--- config.mk ---
export PLATFORM = sky130hd
export DESIGN_NAME = rtcc_top
export DESIGN_NICKNAME = d
export VERILOG_FILES = /design/src/rtcc_pkg.sv /design/src/rtcc_top.sv
export VERILOG_INCLUDE_DIRS = /design/src
export SDC_FILE = /design/constraint.sdc
export NUM_CORES = 1
export LEC_CHECK = 0
export BUFFER_PORTS_ARGS = -buffer_cell sky130_fd_sc_hd__buf_2
export CAP_MARGIN = 30
export CORE_ASPECT_RATIO = 1.75
export CORE_MARGIN = 2
export CORE_UTILIZATION = 43
export DETAILED_ROUTE_END_ITERATION = 8
export GPL_TIMING_DRIVEN = 0
export SLEW_MARGIN = 20
export SYNTH_ARGS = -nofsm -noshare
export SYNTH_HDL_FRONTEND = slang
export SYNTH_SLANG_ARGS = --single-unit
--- constraint.sdc ---
create_clock -name clock -period 3.6 [get_ports clock]
set_clock_uncertainty 0.1 [all_clocks]
set_input_delay 0.18 -clock clock [delete_from_list [all_inputs] [get_ports clock]]
set_output_delay 0.18 -clock clock [all_outputs]
set_load 0.02 [all_outputs]
--- src/rtcc_params.svh ---
`ifndef RTCC_PARAMS_SVH
`define RTCC_PARAMS_SVH

`define RTCC_ADDR_W 12
`define RTCC_IDX_CAL_SEC 8'h40
`define RTCC_IDX_CAL_MIN 8'h41
`define RTCC_IDX_CAL_HOUR 8'h42
`define RTCC_IDX_CAL_DAY 8'h43
`define RTCC_IDX_CAL_MON 8'h44
`define RTCC_IDX_CAL_YEAR 8'h45
`define RTCC_IDX_WAKE_SEC 8'h46
`define RTCC_IDX_WAKE_MIN 8'h47
`define RTCC_IDX_WAKE_HOUR 8'h48
`define RTCC_IDX_WAKE_DAY 8'h49
`define RTCC_IDX_WAKE_MON 8'h4a
`define RTCC_IDX_WAKE_YEAR 8'h4b
`define RTCC_IDX_EPOCH0 8'h4c
`define RTCC_IDX_EPOCH1 8'h4d
`define RTCC_IDX_EPOCH2 8'h4e
`define RTCC_IDX_EPOCH3 8'h4f
`define RTCC_BIT_READ_DONE 7
`define RTCC_BIT_MONITOR 6
`define RTCC_BIT_TICK_WAKE 5
`define RTCC_BIT_TICK_TYPE 4
`define RTCC_BIT_TICK_ON 7
`define RTCC_BIT_ALARM_ON 6
`define RTCC_SEC_MAX 6'h3b
`define RTCC_HOUR_MAX 5'h17
`define RTCC_MON_MAX 4'hc
`define RTCC_DAY_MIN 5'h01
`define RTCC_MON_MIN 4'h1
`define RTCC_CAUSE_NONE 2'h0
`define RTCC_SEC_NS 1000000000
`define RTCC_CLK_NS 10
`define RTCC_SEC_CYCLES (`RTCC_SEC_NS / `RTCC_CLK_NS)
`endif

--- src/rtcc_pkg.sv ---
`default_nettype none
package rtcc_pkg;
	typedef logic [31:0] rtcc_word_t;
	typedef struct packed {
		logic [5:0] sec;
		logic [5:0] min;
		logic [4:0] hour;
		logic [4:0] day;
		logic [3:0] mon;
		logic [5:0] year;
	} rtcc_cal_t;
	typedef struct packed {
		logic [5:0] min;
		logic [4:0] hour;
		logic [4:0] day;
		logic [3:0] mon;
		logic tick_wake;
		logic tick_type;
		logic [5:0] year;
		logic tick_on;
		logic alarm_on;
	} rtcc_wake_t;
endpackage : rtcc_pkg
`default_nettype wire

--- src/rtcc_top.sv ---
`timescale 1ns/1ps
`default_nettype none
`include "rtcc_params.svh"
module rtcc_top #(
	parameter int unsigned SEC_CYCLES = `RTCC_SEC_CYCLES
) (
	input wire logic clock,
	input wire logic resetn,
	input wire logic psel,
	input wire logic penable,
	input wire logic pwrite,
	input wire logic [`RTCC_ADDR_W-1:0] paddr,
	input wire rtcc_pkg::rtcc_word_t pwdata,
	output rtcc_pkg::rtcc_word_t prdata,
	output logic pready,
	output logic pslverr,
	output logic wake_out
);
	import rtcc_pkg::*;

	// ----------------------------------------
	// Declarations
	// ----------------------------------------
	rtcc_cal_t run;
	rtcc_cal_t stage;
	rtcc_cal_t next_run;
	rtcc_wake_t wake_stage;
	rtcc_wake_t wake_act;
	logic [5:0] wake_sec;
	logic [31:0] epoch_run;
	logic [31:0] epoch_snap;
	logic [31:0] prescale;
	logic sec_tick;
	logic power_ok;
	logic read_done;
	logic [1:0] cause;
	logic match;
	logic match_q;
	logic alarm_evt;
	logic tick_evt;
	logic acc;
	logic done;
	logic hit;
	logic [7:0] idx;
	logic wr;
	logic rd_acc;
	logic [7:0] rdata8;
	logic [7:0] wbyte;

	// ----------------------------------------
	// Month length
	// ----------------------------------------
	function automatic logic [4:0] month_days(input logic [3:0] mon, input logic [5:0] year);
		logic [4:0] d;
		d = 5'h1f;
		if (mon == 4'h2) begin
			// Years 2000 to 2063: every multiple of four is a leap year
			d = (year[1:0] == 2'h0) ? 5'h1d : 5'h1c;
		end else if (mon == 4'h4 || mon == 4'h6 || mon == 4'h9 || mon == 4'hb) begin
			d = 5'h1e;
		end
		return d;
	endfunction : month_days

	// ----------------------------------------
	// APB decode
	// ----------------------------------------
	// One wait state: prdata and pready both come from flip-flops
	assign acc = psel & penable & ~pready;
	assign done = psel & penable & pready;
	assign idx = paddr[9:2];
	assign hit = (paddr[1:0] == 2'h0) && (paddr[11:10] == 2'h0) && (idx[7:4] == 4'h4);
	assign wr = done & pwrite & hit;
	assign rd_acc = acc & ~pwrite & hit;
	assign wbyte = pwdata[7:0];

	always_ff @(posedge clock or negedge resetn) begin
		if (!resetn) begin
			pready <= 1'b0;
		end else begin
			pready <= acc;
		end
	end

	always_ff @(posedge clock or negedge resetn) begin
		if (!resetn) begin
			pslverr <= 1'b0;
		end else begin
			pslverr <= acc & ~hit;
		end
	end

	always_ff @(posedge clock or negedge resetn) begin
		if (!resetn) begin
			prdata <= 32'h0;
		end else if (acc) begin
			prdata <= {24'h0, rdata8};
		end
	end

	// ----------------------------------------
	// Read mux
	// ----------------------------------------
	always_comb begin
		rdata8 = 8'h0;
		if (hit) begin
			unique case (idx)
				// Seconds read returns the value the snapshot captures
				`RTCC_IDX_CAL_SEC: rdata8 = {read_done, 1'b0, run.sec};
				`RTCC_IDX_CAL_MIN: rdata8 = {2'h0, stage.min};
				`RTCC_IDX_CAL_HOUR: rdata8 = {3'h0, stage.hour};
				`RTCC_IDX_CAL_DAY: rdata8 = {3'h0, stage.day};
				`RTCC_IDX_CAL_MON: rdata8 = {4'h0, stage.mon};
				`RTCC_IDX_CAL_YEAR: rdata8 = {1'b0, power_ok, stage.year};
				`RTCC_IDX_WAKE_SEC: rdata8 = {cause, wake_sec};
				`RTCC_IDX_WAKE_MIN: rdata8 = {2'h0, wake_stage.min};
				`RTCC_IDX_WAKE_HOUR: rdata8 = {3'h0, wake_stage.hour};
				`RTCC_IDX_WAKE_DAY: rdata8 = {3'h0, wake_stage.day};
				`RTCC_IDX_WAKE_MON: begin
					rdata8 = {2'h0, wake_stage.tick_wake, wake_stage.tick_type, wake_stage.mon};
				end
				`RTCC_IDX_WAKE_YEAR: begin
					rdata8 = {wake_stage.tick_on, wake_stage.alarm_on, wake_stage.year};
				end
				`RTCC_IDX_EPOCH0: rdata8 = epoch_run[7:0];
				`RTCC_IDX_EPOCH1: rdata8 = epoch_snap[15:8];
				`RTCC_IDX_EPOCH2: rdata8 = epoch_snap[23:16];
				`RTCC_IDX_EPOCH3: rdata8 = epoch_snap[31:24];
				default: rdata8 = 8'h0;
			endcase
		end
	end

	// ----------------------------------------
	// Seconds prescaler
	// ----------------------------------------
	assign sec_tick = (prescale == 32'(SEC_CYCLES - 1));

	always_ff @(posedge clock or negedge resetn) begin
		if (!resetn) begin
			prescale <= 32'h0;
		end else if (sec_tick) begin
			prescale <= 32'h0;
		end else begin
			prescale <= prescale + 32'h1;
		end
	end

	// ----------------------------------------
	// Calendar increment
	// ----------------------------------------
	always_comb begin
		next_run = run;
		if (run.sec >= `RTCC_SEC_MAX) begin
			next_run.sec = 6'h0;
			if (run.min >= `RTCC_SEC_MAX) begin
				next_run.min = 6'h0;
				if (run.hour >= `RTCC_HOUR_MAX) begin
					next_run.hour = 5'h0;
					if (run.day >= month_days(run.mon, run.year)) begin
						next_run.day = `RTCC_DAY_MIN;
						if (run.mon >= `RTCC_MON_MAX) begin
							next_run.mon = `RTCC_MON_MIN;
							next_run.year = run.year + 6'h1;
						end else begin
							next_run.mon = run.mon + 4'h1;
						end
					end else begin
						next_run.day = run.day + 5'h1;
					end
				end else begin
					next_run.hour = run.hour + 5'h1;
				end
			end else begin
				next_run.min = run.min + 6'h1;
			end
		end else begin
			next_run.sec = run.sec + 6'h1;
		end
	end

	// ----------------------------------------
	// Running calendar
	// ----------------------------------------
	// A load that lands on a tick edge wins; that second is not counted
	always_ff @(posedge clock or negedge resetn) begin
		if (!resetn) begin
			run <= '{sec: 6'h0, min: 6'h0, hour: 5'h0, day: `RTCC_DAY_MIN,
				mon: `RTCC_MON_MIN, year: 6'h0};
		end else if (wr && idx == `RTCC_IDX_CAL_YEAR) begin
			run <= '{sec: stage.sec, min: stage.min, hour: stage.hour, day: stage.day,
				mon: stage.mon, year: wbyte[5:0]};
		end else if (sec_tick) begin
			run <= next_run;
		end
	end

	// ----------------------------------------
	// Staged calendar registers
	// ----------------------------------------
	always_ff @(posedge clock or negedge resetn) begin
		if (!resetn) begin
			stage <= '{sec: 6'h0, min: 6'h0, hour: 5'h0, day: `RTCC_DAY_MIN,
				mon: `RTCC_MON_MIN, year: 6'h0};
		end else if (!read_done || (rd_acc && idx == `RTCC_IDX_CAL_SEC)) begin
			stage <= run;
		end else if (wr) begin
			unique case (idx)
				`RTCC_IDX_CAL_SEC: stage.sec <= wbyte[5:0];
				`RTCC_IDX_CAL_MIN: stage.min <= wbyte[5:0];
				`RTCC_IDX_CAL_HOUR: stage.hour <= wbyte[4:0];
				`RTCC_IDX_CAL_DAY: stage.day <= wbyte[4:0];
				`RTCC_IDX_CAL_MON: stage.mon <= wbyte[3:0];
				`RTCC_IDX_CAL_YEAR: stage.year <= wbyte[5:0];
				default: stage <= stage;
			endcase
		end
	end

	// Set the cycle after reset, when the first automatic snapshot lands
	always_ff @(posedge clock or negedge resetn) begin
		if (!resetn) begin
			read_done <= 1'b0;
		end else begin
			read_done <= 1'b1;
		end
	end

	// ----------------------------------------
	// Power monitor
	// ----------------------------------------
	// Reset stands for loss of supply, so the monitor starts unarmed
	always_ff @(posedge clock or negedge resetn) begin
		if (!resetn) begin
			power_ok <= 1'b0;
		end else if (wr && idx == `RTCC_IDX_CAL_YEAR && wbyte[`RTCC_BIT_MONITOR]) begin
			power_ok <= 1'b1;
		end
	end

	// ----------------------------------------
	// Seconds counter
	// ----------------------------------------
	always_ff @(posedge clock or negedge resetn) begin
		if (!resetn) begin
			epoch_run <= 32'h0;
		end else if (sec_tick) begin
			epoch_run <= epoch_run + 32'h1;
		end
	end

	// Held until the next low byte read, so well past half a second
	always_ff @(posedge clock or negedge resetn) begin
		if (!resetn) begin
			epoch_snap <= 32'h0;
		end else if (rd_acc && idx == `RTCC_IDX_EPOCH0) begin
			epoch_snap <= epoch_run;
		end
	end

	// ----------------------------------------
	// Alarm settings
	// ----------------------------------------
	always_ff @(posedge clock or negedge resetn) begin
		if (!resetn) begin
			wake_sec <= 6'h0;
		end else if (wr && idx == `RTCC_IDX_WAKE_SEC) begin
			wake_sec <= wbyte[5:0];
		end
	end

	always_ff @(posedge clock or negedge resetn) begin
		if (!resetn) begin
			wake_stage <= '{day: `RTCC_DAY_MIN, mon: `RTCC_MON_MIN, default: '0};
		end else if (wr) begin
			unique case (idx)
				`RTCC_IDX_WAKE_MIN: wake_stage.min <= wbyte[5:0];
				`RTCC_IDX_WAKE_HOUR: wake_stage.hour <= wbyte[4:0];
				`RTCC_IDX_WAKE_DAY: wake_stage.day <= wbyte[4:0];
				`RTCC_IDX_WAKE_MON: begin
					wake_stage.mon <= wbyte[3:0];
					wake_stage.tick_wake <= wbyte[`RTCC_BIT_TICK_WAKE];
					wake_stage.tick_type <= wbyte[`RTCC_BIT_TICK_TYPE];
				end
				`RTCC_IDX_WAKE_YEAR: begin
					wake_stage.year <= wbyte[5:0];
					wake_stage.tick_on <= wbyte[`RTCC_BIT_TICK_ON];
					wake_stage.alarm_on <= wbyte[`RTCC_BIT_ALARM_ON];
				end
				default: wake_stage <= wake_stage;
			endcase
		end
	end

	// Compare settings except wake_sec change only as a set on the year write; wake_sec takes effect as soon as it is written
	always_ff @(posedge clock or negedge resetn) begin
		if (!resetn) begin
			wake_act <= '{day: `RTCC_DAY_MIN, mon: `RTCC_MON_MIN, default: '0};
		end else if (wr && idx == `RTCC_IDX_WAKE_YEAR) begin
			wake_act <= '{min: wake_stage.min, hour: wake_stage.hour, day: wake_stage.day,
				mon: wake_stage.mon, tick_wake: wake_stage.tick_wake,
				tick_type: wake_stage.tick_type, year: wbyte[5:0],
				tick_on: wbyte[`RTCC_BIT_TICK_ON],
				alarm_on: wbyte[`RTCC_BIT_ALARM_ON]};
		end
	end

	// ----------------------------------------
	// Alarm events
	// ----------------------------------------
	assign match = wake_act.alarm_on && run.sec == wake_sec && run.min == wake_act.min
		&& run.hour == wake_act.hour && run.day == wake_act.day
		&& run.mon == wake_act.mon && run.year == wake_act.year;
	assign alarm_evt = match & ~match_q;
	assign tick_evt = sec_tick & wake_act.tick_on
		& (~wake_act.tick_type | (next_run.sec == 6'h0));

	always_ff @(posedge clock or negedge resetn) begin
		if (!resetn) begin
			match_q <= 1'b0;
		end else begin
			match_q <= match;
		end
	end

	// A new event in the clearing cycle survives the read
	always_ff @(posedge clock or negedge resetn) begin
		if (!resetn) begin
			cause <= `RTCC_CAUSE_NONE;
		end else if (rd_acc && idx == `RTCC_IDX_WAKE_SEC) begin
			cause <= {alarm_evt, tick_evt};
		end else begin
			cause <= cause | {alarm_evt, tick_evt};
		end
	end

	always_ff @(posedge clock or negedge resetn) begin
		if (!resetn) begin
			wake_out <= 1'b0;
		end else begin
			wake_out <= alarm_evt | (tick_evt & wake_act.tick_wake);
		end
	end

endmodule : rtcc_top
`default_nettype wire

==> results of run 1 <==
==> cells in the final DEF (no fill, tap or decap), drive strengths merged, types with 13 or more instances in the layout <==
master,n
clkbuf,68
nand4,24
inv,17
xor2,38
a31oi,24
ha,14
xnor2,55
dfrtp,218
mux2,86
conb,25
dlygate4sd3,13
buf,91
nand3,48
mux2i,41
a21oi,23
and3,22
nor3,22
nor2,77
nand2,126
o21ai,77
==> cells by family after synthesis <==
kind of cell	after synthesis
simple gates	403
mux	131
flops	226
xor+xnor	93
fa+ha+maj	14
buf+inv	110
compound gates	194
other cells	2
==> power by group through the flow <==
stage | sequential (uW) | clock (uW) | combinational, uW
2_1_floorplan | 2630 | 0 | 153
3_3_place_gp | 2640 | 0 | 276
3_5_place_dp | 2640 | 0 | 286
4_1_cts | 2590 | 2460 | 298
5_1_grt | 2600 | 2550 | 324
6_report | 2600 | 2420 | 297
==> flip-flops by register name, summed over array words and instances, names as in the netlist <==
register    cells
cause           2
epoch_run      32
epoch_snap     24
match_q         1
power_ok        1
prdata          8
pready          1
prescale       32
pslverr         1
read_done       1
run            32
stage          32
wake_act       22
wake_out        1
wake_sec        6
wake_stage     30
==> metal layers <==
metal | up-vias | share of wire | global-route usage
met5 | - | 0 | 0
li1 | 4319 | - | -
met3 | 135 | 0.041 | 0.0230
met1 | 4740 | 0.35 | 0.292
met2 | 353 | 0.51 | 0.457
met4 | 0 | 0.096 | 0.213
==> worst reg2reg max path: stages, from the launching register on <==
cell	delay, ns
dfrtp_1	0.61
ha_1	0.23
clkbuf_1	0.32
nor2_1	0.11
nor2_1	0.48
nand4_1	0.32
clkbuf_1	0.30
nor2_1	0.33
mux2i_1	0.21
o21ai_0	0.08
==> metrics by stage <==
step,std cells,setup WS [ns],hold slack [ns],TNS (ns)
after global placement,1600,-1.87,0.334,-403.62
after global routing,1655,0.152,0.0524,0
final,1655,0.352,0.0331,0
after floorplan,1196,1.04,-0.216,0
after CTS,1655,0.415,0.0196,0
after detailed placement,1603,0.389,0.0618,0
==> layout make-up <==
cell class / count / area [um2] / share of cell area
clock buffers: 33 / 643 / 0.0470
plain buffers: 93 / 547 / 0.0399
repair buffers: 46 / 348 / 0.0254
inverters: 17 / 63.8 / 0.00466
clock inverters: 7 / 88.8 / 0.00649
well taps: 373 / 467 / 0.0341
multi-input cells: 860 / 5870 / 0.429
flip-flops and latches: 226 / 5670 / 0.414
==> cell usage after synthesis (7+ instances only) <==
cell type / count / area share
mux2i_1: 41 / 0.034
dfstp_2: 8 / 0.017
nor4_1: 10 / 0.0052
nand2_1: 125 / 0.039
mux2_2: 86 / 0.080
buf_6: 9 / 0.0084
nor2_1: 75 / 0.023
o31ai_1: 7 / 0.0044
xor2_1: 38 / 0.028
and3_1: 22 / 0.011
a22oi_1: 10 / 0.0062
buf_2: 21 / 0.0087
inv_1: 16 / 0.0050
clkbuf_1: 32 / 0.010
buf_4: 25 / 0.016
ha_1: 14 / 0.015
nor2b_1: 9 / 0.0047
nand4_1: 24 / 0.012
and4_1: 9 / 0.0065
nand4b_1: 8 / 0.0058
dfrtp_1: 218 / 0.45
a21o_1: 7 / 0.0044
o21ai_0: 76 / 0.032
nor3_1: 21 / 0.0087
nand3_1: 47 / 0.020
nand2b_1: 10 / 0.0052
a21oi_1: 23 / 0.0096
a31oi_1: 24 / 0.012
xnor2_1: 55 / 0.040
==> worst max-delay path by stage <==
stage | startpoint | endpoint | depth (start not counted)
2_1_floorplan | run[6] | run[3] | 12
3_3_place_gp | resetn | prescale[6] | 1
3_5_place_dp | paddr[1] | run[30] | 8
4_1_cts | run[27] | run[19] | 9
5_1_grt | run[27] | run[19] | 9
6_report | run[27] | run[19] | 9
==> repair_timing <==
| action | CTS | global route |
|---|---|---|
| setup buffers | 0 | 0 |
| hold endpoints to repair | 154 | 0 |
| hold buffers | 12 | 0 |
==> impl_metrics.json, run 1 <==
{
  "syn_inst": 1173,
  "yosys_warnings": 0,
  "synth-edff-count": 0,
  "gr-usage-all-layers": 0.265,
  "vias": 9547,
  "p_clk_frac": 0.456,
  "path_cells": "ha_1, clkbuf_1, nor2_1, nor2_1, nand4_1, clkbuf_1, nor2_1, mux2i_1, o21ai_0",
  "hold_start": "paddr[5]",
  "whs_path_depth": 4,
  "layout-drive-gt1-share": 0.187,
  "synth_top_family_by_area": "simple AND/OR/NAND/NOR gates",
  "diodes": 0,
  "stdcell_area_um2": 13700,
  "grt_overflow": 0,
  "ys_seq_area_frac": 0.470,
  "drt_iter0_drc": 613,
  "max_stage_delay_ns": 0.61,
  "r2r.worst_path.cells": 9,
  "synth-xor-area-share": 0.0676,
  "numCtsBuffers": 22,
  "setup_viol": 0,
  "r2r_start": "run[27]",
  "crit_buf_inv": 2,
  "cts_tree": "done",
  "critPathCaptureType": "flip-flop",
  "antenna_found_initial": 0,
  "path_delay_family": "simple AND/OR/NAND/NOR gates",
  "regToRegEndpoint": "run[19]",
  "max_freq_mhz": 308,
  "place_area_um2": 12800,
  "p_leak_uw": 0.00629,
  "muxShareOfSynthArea": 0.122,
  "hold_path_class": "primary input to flip-flop",
  "syn-cell-area_um2": 12000,
  "rrSetupSlack_ns": 0.35,
  "post-route-period-util": 0.902,
  "min_to": "prdata[2]",
  "firstDrtPassIters": 5,
  "synthDistinctLibCells": 77,
  "routabilityCongestion": 0.991,
  "timing.slew.headroom": 0.401,
  "io_buffers": 31,
  "crit_slowest_cell": "dfrtp_1",
  "nets": 1329,
  "p_sw_uw": 1270,
  "slew_violations": 0,
  "area_growth_syn_to_layout_pct": 13.6,
  "vdd_ir_drop_max_uv": 354,
  "cp.arrival_ns": 3.52,
  "required_ns": 3.87,
  "synthSimpleGateAreaFrac": 0.171,
  "power.internal_uw": 4050,
  "fin_util": 0.493,
  "initial_core_util": 0.434,
  "fp.dieH_um": 225,
  "nFillCells": 2660,
  "seqPwrFrac": 0.488,
  "synth_adder_area_share": 0.0145,
  "rows": 81,
  "cts-htree-levels": 1,
  "sw_frac_of_total": 0.239,
  "ioPinCount": 84,
  "cts.sinks": 226,
  "die_area_um2": 29400,
  "clockBufferDepth": 3,
  "routedWlPerCell_um": 22.9,
  "synth_compound_area_frac": 0.103,
  "total_power_uw": 5320,
  "syn_avg_cell_area_um2": 10.3,
  "pwr-share-comb": 0.056,
  "synth_seq_cells": 226,
  "clock_latency_ns": 0.53,
  "clock-root-buffer": "clkbuf_16",
  "rsz0062_at_grt": "no",
  "crit_type": "flip-flop to flip-flop",
  "crit_path_max_fanout": 10,
  "synthArstFlopShare": 1.00,
  "die_width_um": 131,
  "first_global_vias": 9613,
  "crit_top_cell": "nor2_1",
  "coreArea_um2": 27800,
  "cap_violations": 0,
  "worst_pin_slew_ns": 0.899,
  "synth_top_flop_cell": "dfrtp_1",
  "wl_um": 37900,
  "dp.final_hpwl_um": 28500,
  "worstSetupStartpointType": "flip-flop",
  "grt_pass1_wl_um": 58000,
  "cts_resized": 0,
  "drc_errors": 0,
  "path_clk_slew_ns": 0.08,
  "min_period_ns": 3.25,
  "hold_violations": 0,
  "p_per_area_nw_per_um2": 388,
  "vias_per_cell": 5.77,
  "grt_max_degree": 97,
  "status": "finished, final reports clean",
  "drtAntennaViolNets": 0
}
(Power assumes the default switching activity.)
==> run 2, diff against run 1 <==
--- a/config.mk
+++ b/config.mk
@@ -13,6 +13,7 @@
 export CORE_UTILIZATION = 43
 export DETAILED_ROUTE_END_ITERATION = 8
 export GPL_TIMING_DRIVEN = 0
+export REMOVE_ABC_BUFFERS = 1
 export SLEW_MARGIN = 20
 export SYNTH_ARGS = -nofsm -noshare
 export SYNTH_HDL_FRONTEND = slang
==> run 2 against run 1 <==
Net effect: first-iteration DRC count fell by 14%; non-clock buffer count fell by 84; sequential cell count did not move; global-route usage fell by 2.6 points; cell count fell by 5.0%; worst hold slack got worse by 0.019 ns; largest cell class unchanged.
==> impl_metrics.json, run 2 (synthesis results as in run 1) <==
{
  "p_leak_uw": 0.00604,
  "dp.final_hpwl_um": 24900,
  "area_growth_syn_to_layout_pct": 10.2,
  "p_per_area_nw_per_um2": 398,
  "cp.arrival_ns": 3.55,
  "drt_iter0_drc": 525,
  "antenna_found_initial": 0,
  "crit_path_max_fanout": 12,
  "clockBufferDepth": 3,
  "cts.sinks": 226,
  "place_ws_ns": 0.416,
  "hold_violations": 0,
  "total_power_uw": 5280,
  "vias_per_cell": 5.74,
  "placed_cells": 1521,
  "die_area_um2": 29400,
  "layout-drive-gt1-share": 0.166,
  "vdd_ir_drop_max_uv": 272,
  "slew_violations": 0,
  "setup_viol": 0,
  "status": "finished, final reports clean",
  "coreArea_um2": 27800,
  "drtAntennaViolNets": 0,
  "required_ns": 3.93,
  "path_clk_slew_ns": 0.06,
  "cap_violations": 0,
  "first_global_vias": 9142,
  "grt_overflow": 0,
  "clock-root-buffer": "clkbuf_16",
  "ioPinCount": 84,
  "cts_resized": 0,
  "hold_path_class": "primary input to flip-flop",
  "critPathCaptureType": "flip-flop",
  "worst_pin_slew_ns": 0.872,
  "firstDrtPassIters": 5,
  "fp.dieH_um": 225,
  "cts_tree": "done",
  "fin_util": 0.478,
  "numCtsBuffers": 23,
  "vias": 9029,
  "routedWlPerCell_um": 21.6,
  "rows": 81,
  "wl_um": 33900,
  "routabilityCongestion": 0.883,
  "grt_pass1_wl_um": 53300,
  "post_cts_buffers": 0,
  "grt_max_degree": 84,
  "worstSetupStartpointType": "flip-flop",
  "gr-usage-all-layers": 0.239,
  "drc_errors": 0,
  "crit_type": "flip-flop to flip-flop",
  "fin_ws_ns": 0.387,
  "timing.slew.headroom": 0.419,
  "diodes": 0,
  "die_width_um": 131,
  "final_cell_mix": "218 x dfrtp_1, 124 x nand2_1, 86 x mux2_2",
  "post-route-period-util": 0.893,
  "max_freq_mhz": 311,
  "io_buffers": 35,
  "initial_core_util": 0.434,
  "clock_latency_ns": 0.53,
  "nets": 1246,
  "rsz0062_at_grt": "no",
  "layout.cells.non_filler": 1572,
  "cts-htree-levels": 1,
  "layout.cells.most_common": "dfrtp_1",
  "min_period_ns": 3.21
}
run 2: changes by cell type in the layout (fill, tap and decap cells not counted), moves of 2 or more:
cell	previous run	this run
dlygate4sd3_1	13	9
clkinvlp_4	0	3
buf_1	2	0
buf_2	51	35
clkbuf_2	3	0
clkinv_2	4	1
clkbuf_1	39	7
buf_4	26	2
buf_6	9	3
run 2: power by group:
group	switching [uW]	internal [uW]
Sequential	28.1	2560
Combinational	182	70.0
Clock	1030	1410
run 2: metrics by stage:
stage	area [um2]	hold WS (ns)	setup TNS, ns
after floorplan	11600	-0.216	0
after global placement	12200	0.313	-446.42
after detailed placement	12400	0.0755	0
after CTS	13300	0.00737	0
after global routing	13300	0.0558	0
final	13300	0.0142	0
run 2: area by class of cell:
cell class                 count  area [um2]
multi-input combinational    860        5880
inverter                      17        63.8
timing repair buffer          55         447
clock buffer                  34         657
clock inverter                 7        96.3
sequential                   226        5670
tap                          373         467
fill                        2671       14500
run 2: critical path, cell delays in order, from the launching register on:
cell	delay, ns
dfrtp_1	0.64
ha_1	0.44
nor2_1	0.11
nor2_1	0.41
nand4_1	0.55
or4_1	0.67
a31oi_1	0.20
run 2: what timing repair did:
| item | CTS | global route |
|---|---|---|
| hold buffers | 9 | 0 |
| hold endpoints to repair | 82 | 0 |
| endpoints found under the setup margin | 0 | 0 |
run 2: path summary, 6_finish.rpt:
| check | from | endpoint | slack [ns] | cells past startpoint |
|---|---|---|---|---|
| setup / recovery | run[26] | run[25] | 0.39 | 6 |
| hold / removal | pwrite | cause[1] | 0.01 | 4 |
| setup reg to reg | run[26] | run[25] | 0.39 | 6 |
| hold reg to reg | power_ok | power_ok | 0.36 | 1 |
| max in group asynchronous | resetn | run[16] | 2.08 | 4 |
| min in group asynchronous | resetn | wake_stage[2] | 0.09 | 2 |
run 2: layer usage:
| layer | GRT usage | share of wire | routed length [um] | vias up |
|---|---|---|---|---|
| li1 | - | - | - | 4142 |
| met1 | 0.265 | 0.36 | 12100 | 4517 |
| met2 | 0.420 | 0.52 | 17600 | 249 |
| met3 | 0.0280 | 0.042 | 1420 | 121 |
| met4 | 0.166 | 0.083 | 2800 | 0 |
| met5 | 0 | 0 | 0 | - |
==> run 3, diff against run 2 <==
--- a/config.mk
+++ b/config.mk
@@ -7,12 +7,13 @@
 export NUM_CORES = 1
 export LEC_CHECK = 0
 export BUFFER_PORTS_ARGS = -buffer_cell sky130_fd_sc_hd__buf_2
-export CAP_MARGIN = 30
+export CAP_MARGIN = 15
 export CORE_ASPECT_RATIO = 1.75
 export CORE_MARGIN = 2
 export CORE_UTILIZATION = 43
 export DETAILED_ROUTE_END_ITERATION = 8
 export GPL_TIMING_DRIVEN = 0
+export PLACE_DENSITY = 0.67
 export REMOVE_ABC_BUFFERS = 1
 export SLEW_MARGIN = 20
 export SYNTH_ARGS = -nofsm -noshare
==> run 3 against run 2 <==
Net effect: via count grew 0.37%; maximum frequency rose by 1.8%; first-iteration DRC count up 37%; critical path depth is 1 higher; sequential share of layout area hardly changed; clock-buffer cell count down 3; sequential power is essentially flat; clock power grew 2%; power up 0.73%; combinational power about the same; register-to-register slack improved by 0.06 ns; largest cell class unchanged.
==> impl_metrics.json, run 3 (synthesis results as in run 1) <==
{
  "crit_path_max_fanout": 12,
  "busiest_layer": "met2",
  "numCtsBuffers": 22,
  "die_width_um": 131,
  "rows": 81,
  "final_cell_mix": "218 x dfrtp_1, 124 x nand2_1, 86 x mux2_2",
  "max_freq_mhz": 317,
  "coreArea_um2": 27800,
  "io_buffers": 35,
  "critPathCaptureType": "flip-flop",
  "seqPwrFrac": 0.487,
  "pwr-share-comb": 0.047,
  "die_area_um2": 29400,
  "p_clk_frac": 0.465,
  "area_growth_syn_to_layout_pct": 10.1,
  "power.internal_uw": 4080,
  "sw_frac_of_total": 0.233,
  "required_ns": 3.90,
  "dp.final_hpwl_um": 24300,
  "grt_overflow": 0,
  "nFillCells": 2585,
  "clock-root-buffer": "clkbuf_16",
  "cts_resized": 0,
  "slew_violations": 0,
  "layout-drive-gt1-share": 0.167,
  "setup_viol": 0,
  "worstSetupStartpointType": "flip-flop",
  "min_period_ns": 3.16,
  "clock_latency_ns": 0.52,
  "drc_errors": 0,
  "layout.cells.most_common": "dfrtp_1",
  "tns_ns": 0,
  "initial_core_util": 0.434,
  "nets": 1243,
  "multiInputGateArea_um2": 5880,
  "clockBufferDepth": 3,
  "seqCellArea_um2": 5670,
  "vias_per_cell": 5.78,
  "first_global_vias": 9111,
  "cap_violations": 0,
  "timing.slew.headroom": 0.358,
  "grt_use_met3": 0.0287,
  "total_power_uw": 5320,
  "gr-usage-all-layers": 0.234,
  "fp.dieH_um": 225,
  "grt_pass1_wl_um": 52500,
  "hold_violations": 0,
  "cts-htree-levels": 1,
  "vias": 9062,
  "vdd_ir_drop_max_uv": 279,
  "drtAntennaViolNets": 0,
  "path_clk_slew_ns": 0.07,
  "hold_path_class": "primary input to async pin",
  "p_per_area_nw_per_um2": 401,
  "status": "finished, final reports clean",
  "grt_max_degree": 96,
  "fin_util": 0.478,
  "drt_iter0_drc": 718,
  "diodes": 0,
  "wl_um": 33600,
  "rsz0062_at_grt": "no",
  "p_leak_uw": 0.00604,
  "firstDrtPassIters": 5,
  "worst_pin_slew_ns": 0.956,
  "grt_use_met1": 0.256,
  "met2_usage": 0.410,
  "routedWlPerCell_um": 21.4,
  "cts.sinks": 226,
  "p_sw_uw": 1240,
  "rrSetupSlack_ns": 0.44,
  "cp.arrival_ns": 3.46,
  "ioPinCount": 84,
  "cts_tree": "done",
  "antenna_found_initial": 0,
  "routabilityCongestion": 0.912,
  "crit_type": "flip-flop to flip-flop",
  "post-route-period-util": 0.877
}
## run 3: changes by cell type in the layout (fill, tap and decap cells not counted)
cell | previous run | this run
clkinv_8 | 0 | 1
buf_2 | 35 | 34
buf_4 | 2 | 1
dlygate4sd3_1 | 9 | 10
clkinv_2 | 1 | 3
clkbuf_8 | 4 | 6
buf_16 | 3 | 2
clkbuf_1 | 7 | 2
clkinv_4 | 1 | 0
## run 3: layout make-up
cell class / count / share of cell area
tap: 373 / 0.0352
clock buffer: 31 / 0.0502
timing repair buffer: 53 / 0.0314
clock inverter: 9 / 0.00858
sequential: 226 / 0.427
inverter: 17 / 0.00481
multi-input combinational: 860 / 0.443
## run 3: metrics by stage
step	hold WS (ns)	instances	cell area [um2]	worst slack (ns)
after floorplan	-0.216	1103	11600	0.600
after global placement	0.316	1511	12200	-1.75
after detailed placement	-0.00222	1519	12400	0.483
after CTS	0.0132	1569	13300	0.460
after global routing	0.0400	1569	13300	0.194
final	0.0252	1569	13300	0.444
## run 3: what timing repair did
| item | in CTS | in global routing |
|---|---|---|
| buffers inserted | 0 | 0 |
| hold buffers | 10 | 0 |
| endpoints found under the hold margin | 150 | 0 |
## run 3: power by group through the flow
stage | Combinational (uW) | Sequential (uW) | Clock, uW
after global placement | 228 | 2640 | 0
after CTS | 253 | 2590 | 2520
after floorplan | 97.8 | 2630 | 0
final | 252 | 2590 | 2480
after global routing | 278 | 2590 | 2620
after detailed placement | 244 | 2640 | 0
## run 3: path summary, 6_finish.rpt
check,from,endpoint,depth (start not counted)
setup / recovery,run[26],run[19],7
hold / removal,resetn,wake_stage[11],2
setup reg to reg,run[26],run[19],7
hold reg to reg,power_ok,power_ok,1
max in group asynchronous,resetn,stage[24],4
min in group clock,pwrite,cause[1],4
## run 3: critical path, cell delays in order (launching register included)
cell     delay [ns]
dfrtp_1        0.63
ha_1           0.43
nor2_1         0.11
nor2_1         0.44
nand4_1        0.53
nor2_1         0.45
mux2i_1        0.26
o21ai_0        0.09
## run 3: routing by layer
layer / part of all wire / vias up
li1: - / 4134
met4: 0.084 / 0
met3: 0.045 / 117
met2: 0.52 / 307
met1: 0.35 / 4504
met5: 0 / -
